===== src/rtl/asrp_defines.svh =====
// timing and field constants of the serial result port
`ifndef ASRP_DEFINES_SVH
`define ASRP_DEFINES_SVH
`define ASRP_RESULT_BITS 16
`define ASRP_FLOAT_EDGE 17
`define ASRP_CNT_BITS 5
`define ASRP_FIFO_DEPTH 32
`endif


===== src/rtl/asrp_pkg.sv =====
// types of the serial result port
package asrp_pkg;
    typedef enum logic [1:0] {
        ASRP_IDLE = 2'b00,
        ASRP_SHIFT = 2'b01,
        ASRP_DONE = 2'b11
    } asrp_state_t;
endpackage : asrp_pkg


===== src/rtl/asrp_fifo.sv =====
// result word fifo with valid and ready on both sides
`timescale 1ns/1ps
module asrp_fifo #(
    parameter int WIDTH = 16,
    parameter int DEPTH = 32
) (
    input wire logic CORE_CLK,
    input wire logic RST_N,
    input wire logic [WIDTH-1:0] in_data,
    input wire logic in_valid,
    output logic in_ready,
    output logic [WIDTH-1:0] out_data,
    output logic out_valid,
    input wire logic out_ready
);
    localparam int AW = $clog2(DEPTH);
    logic [WIDTH-1:0] mem [DEPTH];
    logic [AW:0] wr_ptr;
    logic [AW:0] rd_ptr;
    wire do_wr = in_valid && in_ready;
    wire do_rd = out_valid && out_ready;
    assign in_ready = (wr_ptr - rd_ptr) != (AW+1)'(DEPTH);
    assign out_valid = wr_ptr != rd_ptr;
    assign out_data = mem[rd_ptr[AW-1:0]];
    always_ff @(posedge CORE_CLK or negedge RST_N) begin
        if (!RST_N) begin
            wr_ptr <= '0;
            rd_ptr <= '0;
        end else begin
            if (do_wr) wr_ptr <= wr_ptr + 1'b1;
            if (do_rd) rd_ptr <= rd_ptr + 1'b1;
        end
    end
    always_ff @(posedge CORE_CLK) begin
        if (do_wr) mem[wr_ptr[AW-1:0]] <= in_data;
    end
endmodule : asrp_fifo


===== src/rtl/asrp_port.sv =====
// serial result port: shifts converter results out to a host
`timescale 1ns/1ps
`include "asrp_defines.svh"
module asrp_port
#(
    parameter int RESULT_BITS = `ASRP_RESULT_BITS,
    parameter int FIFO_DEPTH = `ASRP_FIFO_DEPTH
) (
    input wire logic CORE_CLK,
    input wire logic RST_N,
    input wire logic SELECT_N,
    input wire logic SHIFT_CLK,
    input wire logic [RESULT_BITS-1:0] RESULT_DATA,
    input wire logic RESULT_VALID,
    output logic RESULT_READY,
    output logic SERIAL_RESULT_OUT,
    output logic SERIAL_RESULT_OE_N
);
    import asrp_pkg::*;
    // pins cross from the host's domain, so two flops first
    logic [1:0] sel_sync;
    logic [1:0] sck_sync;
    logic sel_q;
    logic sck_q;
    asrp_state_t state;
    asrp_state_t next_state;
    logic [RESULT_BITS-1:0] shreg;
    logic [`ASRP_CNT_BITS-1:0] rise_cnt;
    logic [RESULT_BITS-1:0] fifo_data;
    logic fifo_valid;
    wire sel_now = sel_sync[1];
    wire sck_now = sck_sync[1];
    wire sel_fall = sel_q && !sel_now;
    wire sck_rise = !sck_q && sck_now;
    wire last_rise = sck_rise && rise_cnt == `ASRP_CNT_BITS'(`ASRP_FLOAT_EDGE - 1);
    // a frame with no word ready shifts zeros rather than stale data
    wire load = sel_fall && state == ASRP_IDLE;
    wire pop = load && fifo_valid;
    wire in_shift = state == ASRP_SHIFT;
    wire load_msb = fifo_valid && fifo_data[RESULT_BITS-1];
    wire shreg_moves = load || (in_shift && sck_rise);

    asrp_fifo #(.WIDTH(RESULT_BITS), .DEPTH(FIFO_DEPTH)) u_fifo (
        .CORE_CLK(CORE_CLK),
        .RST_N(RST_N),
        .in_data(RESULT_DATA),
        .in_valid(RESULT_VALID),
        .in_ready(RESULT_READY),
        .out_data(fifo_data),
        .out_valid(fifo_valid),
        .out_ready(pop)
    );

    always_ff @(posedge CORE_CLK or negedge RST_N) begin
        if (!RST_N) begin
            sel_sync <= 2'h3;
            // idle-high shift clock: no false rise after reset
            sck_sync <= 2'h3;
            sel_q <= 1'b1;
            sck_q <= 1'b1;
        end else begin
            sel_sync <= {sel_sync[0], SELECT_N};
            sck_sync <= {sck_sync[0], SHIFT_CLK};
            sel_q <= sel_now;
            sck_q <= sck_now;
        end
    end

    always_comb begin
        next_state = state;
        unique case (state)
            ASRP_IDLE: if (sel_fall) next_state = ASRP_SHIFT;
            ASRP_SHIFT: begin
                if (sel_now) next_state = ASRP_IDLE;
                else if (last_rise) next_state = ASRP_DONE;
            end
            ASRP_DONE: if (sel_now) next_state = ASRP_IDLE;
            default: next_state = ASRP_IDLE;
        endcase
    end

    always_ff @(posedge CORE_CLK or negedge RST_N) begin
        if (!RST_N) begin
            state <= ASRP_IDLE;
            shreg <= '0;
            rise_cnt <= '0;
        end else begin
            state <= next_state;
            if (load) begin
                shreg <= fifo_valid ? fifo_data : '0;
                rise_cnt <= '0;
            end else if (state == ASRP_SHIFT && sck_rise) begin
                shreg <= {shreg[RESULT_BITS-2:0], 1'b0};
                rise_cnt <= rise_cnt + 1'b1;
            end
        end
    end

    always_ff @(posedge CORE_CLK or negedge RST_N) begin
        if (!RST_N) begin
            SERIAL_RESULT_OUT <= 1'b0;
            SERIAL_RESULT_OE_N <= 1'b1;
        end else begin
            SERIAL_RESULT_OUT <= shreg[RESULT_BITS-1];
            SERIAL_RESULT_OE_N <= !(state == ASRP_SHIFT && !sel_now);
        end
    end
endmodule : asrp_port


===== config.mk =====
export PLATFORM = sky130hd
export DESIGN_NAME = asrp_port
export DESIGN_NICKNAME = d
export VERILOG_FILES = /design/src/rtl/asrp_pkg.sv /design/src/rtl/asrp_fifo.sv /design/src/rtl/asrp_port.sv
export VERILOG_INCLUDE_DIRS = /design/src /design/src/rtl
export SDC_FILE = /design/constraint.sdc
export NUM_CORES = 1
export LEC_CHECK = 0
export BUFFER_PORTS_ARGS = -buffer_cell sky130_fd_sc_hd__buf_2
export CORE_MARGIN = 4
export CORE_UTILIZATION = 61
export DETAILED_ROUTE_END_ITERATION = 8
export PLACE_DENSITY = 0.78
export SLEW_MARGIN = 20
export SYNTH_ARGS = -nofsm -noshare
export SYNTH_HDL_FRONTEND = slang
export SYNTH_HIERARCHICAL = 1
export SYNTH_SLANG_ARGS = --single-unit

===== constraint.sdc =====
create_clock -name CORE_CLK -period 4.4 [get_ports CORE_CLK]
set_clock_uncertainty 0.05 [all_clocks]
set_input_delay 0.88 -clock CORE_CLK [delete_from_list [all_inputs] [get_ports CORE_CLK]]
set_output_delay 0.88 -clock CORE_CLK [all_outputs]
set_load 0.01 [all_outputs]

-- Word level (Yosys, flattened, before mapping)
Memory sizes are Yosys's and may differ from the RTL's.
Index checks and enable logic that the tools add are counted.
- eq/ne operators: 8
- $add $sub $neg: 4
- reductions and logical operators: 15
- muxes and demuxes: 12
- operator list (cell ; number):
    $mux W16 ; 3
    $add A6 B1 Y6 const B ; 2
    $mux W5 ; 2
    $logic_and A1 B1 Y1 ; 9
    $mux W2 ; 4
    $ne A6 B6 Y1 ; 1
    $ne A6 B6 Y1 const B ; 1
    $pmux W2 S3 ; 1
    $sub A6 B6 Y6 ; 1
    $add A5 B1 Y5 const B ; 1
    $eq A5 B5 Y1 const B ; 1
    $ne A2 B2 Y1 const B ; 2
    $logic_not A1 Y1 ; 3
    $ne A3 B3 Y1 const B ; 1
    $reduce_and A3 Y1 ; 1
    $eq A2 B1 Y1 const B ; 1
    $eq A2 B2 Y1 const B ; 1
    $logic_not A2 Y1 ; 1
    $mux W1 ; 2
    $reduce_bool A2 Y1 ; 1
- memories: 1
- flip-flop bits (word level): 43
- input bits: 21
- bits in writable memories: 512
- logic and storage cells: 51
- memories (name ; words ; width ; read ports ; clocked after memory_dff ; wr ports ; RTL line ; source):
    u_fifo.mem ; 32 ; 16 ; 1 ; 0 ; 1 ; asrp_fifo.sv:17 ; logic [WIDTH-1:0] mem [DEPTH];

-- Longest topological paths before layout
- depth after elaboration: 6
- gate-level depth with buffers: 13
- mapped depth without buffers: 9

-- Hierarchy
Netlist, hierarchy kept.
- by module, submodules not included (module ; cells an instance ; seq. area each (um^2) ; times used ; area an instance (um^2)):
    asrp_fifo ; 887 ; 15675.0 ; 1 ; 20378.3
    asrp_port ; 124 ; 784.5 ; 1 ; 1488.9

-- Least setup slack after synthesis
OpenSTA, ideal clock, no wires.
- path type: reg2out
- from: register u_fifo.rd_ptr[4]
- to: output port RESULT_READY
- cell stages (with the launch flop): 9
- required time: 3.470 ns
- arrival: 2.657 ns
- path slack: 0.813 ns
- path through: dfrtp_1 inv_1 buf_1 ha_1 or2_0 a211o_1 a211o_1 buf_2 or2_1
- longest elaborated chain between the ends: 2
- ends and longest elaborated chain (what ; RTL line ; source):
    start, declared ; asrp_fifo.sv:19 ; logic [AW:0] rd_ptr;
    start signal, assigned ; asrp_fifo.sv:31 ; if (do_rd) rd_ptr <= rd_ptr + 1'b1;
    $sub A6 B6 Y6 ; asrp_fifo.sv:22 ; assign in_ready = (wr_ptr - rd_ptr) != (AW+1)'(DEPTH);
    $ne A6 B6 Y1 ; asrp_fifo.sv:22 ;
    end, declared ; asrp_port.sv:15 ; output logic RESULT_READY,
Every way passes these cells.

-- Worst setup path after layout
- from: register u_fifo.wr_ptr[4]
- to: output port RESULT_READY
- longest elaborated chain between the ends: 2
- ends and longest elaborated chain (what ; RTL line ; source):
    start, declared ; asrp_fifo.sv:18 ; logic [AW:0] wr_ptr;
    start signal, assigned ; asrp_fifo.sv:30 ; if (do_wr) wr_ptr <= wr_ptr + 1'b1;
    $sub A6 B6 Y6 ; asrp_fifo.sv:22 ;
    $ne A6 B6 Y1 ; asrp_fifo.sv:22 ;
Every way passes these cells.

==> results.toml <==
[pwr]
p_leak_nw = 7.88
p_int_mw = 10.6
sw_frac_of_total_pct = 28.9
seqPwrFrac_pct = 43.1
ir_worst_vdd_mv = 1.17
pwr_density_cell_nw_per_um2 = 610
p_sw_mw = 4.28
clock_power_share_pct = 28.9
combPwrFrac_pct = 28.0

[clocking]
h-tree-depth = 2
root_buffer = "clkbuf_16"
cts_sinks = 555
post-cts-setup-buffers = 0
numCtsBuffers = 53
clock_latency_ns = 0.59
clkTransAtPathRegs_ns = 0.06
cts_resized = 0
clockBufferDepth = 3
tritoncts = "yes"
cts_hold_buffers = 0

[yosys]
synth.distinct_cells = 52
yosys_register_bits = 555
yosysTopAreaCell = "edfxtp_1"
synth_top_area_share_pct = 70.3
syn_inst = 1011
synth.top_cells.by_count = "edfxtp_1, mux4_2, nand2_1"
synth.most_common_cell = "edfxtp_1"
synth.top_cells.by_area = "edfxtp_1, mux4_2, dfrtp_1"
syn-num-nets = 1044
ys_seq_area_share_pct = 75.3
synth_edf_count = 512
synthArstFlopShare_pct = 7.75
synth_ff_type = "edfxtp_1"
avgSynthCellArea_um2 = 21.6
synth_area_um2 = 21900
yosys_warnings = 6

[timing]
drv_slew = 0
worstMarginPinSlew_ns = 1.14
final_hold_viol_count = 0
setup_tns_ns = 0
setup_viol = 0
rsz0062_at_grt = "false"
max_freq_mhz = 268
relSlewSlack_pct = 24.1
fin_crit_ns = 3.73
fin_crit_sh_pct = 84.9

[cells_and_area]
multi_input_area_um2 = 5180
regArea_um2 = 16500
utilization_pct = 68.5
fill_cells = 2128
layout.cells.non_filler = 1577
drive_gt1_share_pct = 31.3
syn2layout_area_growth_pct = 11.2
final_area_um2 = 24300
nNetsFinal = 1106

[placement]
port-buffer-count = 23
dp_hpwl_um = 26200
dpl_cell_area_um2 = 22700
place.gp.congestion = 0.871
dp.cells = 1479

[floorplanning]
start_util_pct = 61.6
rows = 69
ios = 24
dieArea_um2 = 38900
coreArea_um2 = 35500
die_y_um = 197
die_width_um = 197

[global_route]
grt_max_degree = 131
antenna_found_initial = 1
grt_pass1_wl_um = 70500
grt_use_total_pct = 24.9
grt.overflow.total = 0
grt_pass1_vias = 10800

[drt]
drt-initial-drc-count = 1264
viasPerCell = 6.59
num_vias = 10400
first_pass_iters = 5
wl_per_cell_um = 29.9
postRouteAntennaNets = 0
remaining_drc_errors = 0
finalWirelength_um = 47100

[job]
drv_cap = 0

[outcome]
outcome = "complete, no violations"

[setup_path]
crit_arrival_ns = 2.80
worstSetupPathType = "flip-flop to output port"
path_max_fanout = 9
rr_worst_depth = 8
startpoint_type = "flip-flop"
required_ns = 3.47
crit_path_end_kind = "output port"

[hold_path]
hp-class = "input port to async pin"
-- kinds of logic (layout without fill, tap and decap cells) --
group	Yosys count	in the layout	share of synthesized area (%)
buffers and inverters	70	174	1.48
and+or+nand+nor	142	142	3.00
xor gates and xnor gates	13	13	0.521
AOI/OAI and AO/OA	27	27	0.984
other	0	1	0
DFF	555	555	75.3
muxes	192	192	18.1
adders and majority gates	12	12	0.687
-- sequential cells by signal, indices dropped and copies added (netlist names) --
register            flops
u_fifo/mem            512
shreg                  16
u_fifo/rd_ptr           6
u_fifo/wr_ptr           6
rise_cnt                5
sck_sync                2
sel_sync                2
state                   2
SERIAL_RESULT_OE_N      1
SERIAL_RESULT_OUT       1
sck_q                   1
sel_q                   1
-- worst paths after layout --
path,from,slack [ns],endpoint
max,u_fifo/wr_ptr[4]$_DFFE_PN0P_,0.67,RESULT_READY
min,RST_N,0.13,u_fifo/wr_ptr[4]$_DFFE_PN0P_
max reg2reg,u_fifo/wr_ptr[0]$_DFFE_PN0P_,0.83,u_fifo/mem[10][11]$_DFFE_PP_
min reg2reg,sck_sync[0]$_DFF_PN1_,0.31,sck_sync[1]$_DFF_PN1_
max in group asynchronous,RST_N,3.37,sck_q$_DFF_PN1_
min in group CORE_CLK,sck_sync[0]$_DFF_PN1_,0.31,sck_sync[1]$_DFF_PN1_
-- power by group through the flow --
stage	logic [mW]	clock network, mW	registers (mW)
2_1_floorplan	3.02	0	6.43
3_3_place_gp	4.00	0	6.48
3_5_place_dp	4.08	0	6.50
4_1_cts	4.15	4.35	6.40
5_1_grt	4.41	4.58	6.43
6_report	4.15	4.28	6.40
-- cell type report --
| type | instances | share of cell area (%) |
|---|---|---|
| multi-input combinational | 386 | 21.3 |
| clock buffer | 68 | 5.69 |
| inverter | 20 | 0.309 |
| antenna | 1 | 0.0103 |
| sequential | 555 | 67.7 |
| tap | 461 | 2.37 |
| clock inverter | 29 | 0.972 |
| timing repair buffer | 57 | 1.63 |
-- cells in the final DEF, fill, tap and decap left out, types with 3 or more instances in the layout --
| master | Yosys | routed |
|---|---|---|
| a21oi_1 | 6 | 6 |
| and2_1 | 8 | 8 |
| buf_2 | 10 | 23 |
| buf_4 | 11 | 32 |
| bufinv_16 | 0 | 3 |
| clkbuf_1 | 22 | 15 |
| clkbuf_16 | 0 | 53 |
| clkinv_1 | 0 | 12 |
| clkinv_2 | 0 | 8 |
| dfrtp_1 | 36 | 33 |
| dfstp_2 | 7 | 7 |
| edfxtp_1 | 512 | 512 |
| ha_1 | 12 | 12 |
| inv_1 | 18 | 17 |
| inv_2 | 2 | 3 |
| mux2_2 | 6 | 6 |
| mux2_4 | 3 | 3 |
| mux2i_1 | 22 | 22 |
| mux4_2 | 160 | 160 |
| nand2_1 | 66 | 66 |
| nand3_1 | 3 | 3 |
| nand3b_1 | 5 | 5 |
| nor2_1 | 39 | 7 |
| nor2_2 | 0 | 30 |
| o211ai_2 | 3 | 3 |
| o21ai_1 | 5 | 5 |
| or3_1 | 5 | 5 |
| xnor2_1 | 11 | 11 |
-- stage by stage --
step	worst slack (ns)	hold WS, ns	total power, mW
2_1_floorplan	0.813	0.295	9.45
3_3_place_gp	1.09	0.300	10.5
3_5_place_dp	0.977	0.300	10.6
4_1_cts	0.686	0.117	14.9
5_1_grt	0.596	0.132	15.4
6_report	0.666	0.132	14.8
-- routing by layer --
layer / wire, µm / part of all wire [%] / global-route usage (%) / up-vias
li1: - / - / - / 4271
met1: 18500 / 39 / 36.9 / 5492
met2: 23000 / 49 / 39.2 / 553
met3: 4310 / 9.2 / 4.90 / 80
met4: 1200 / 2.6 / 6.73 / 0
met5: 0 / 0 / 0 / -
-- worst max-delay path: stages (launching register included) --
cell	delay, ns
dfrtp_1	0.39
ha_1	0.37
or2_0	0.27
a211o_1	0.30
a211o_1	0.45
or2_1	0.29
buf_2	0.15
Power figures use the tool's default switching activity.
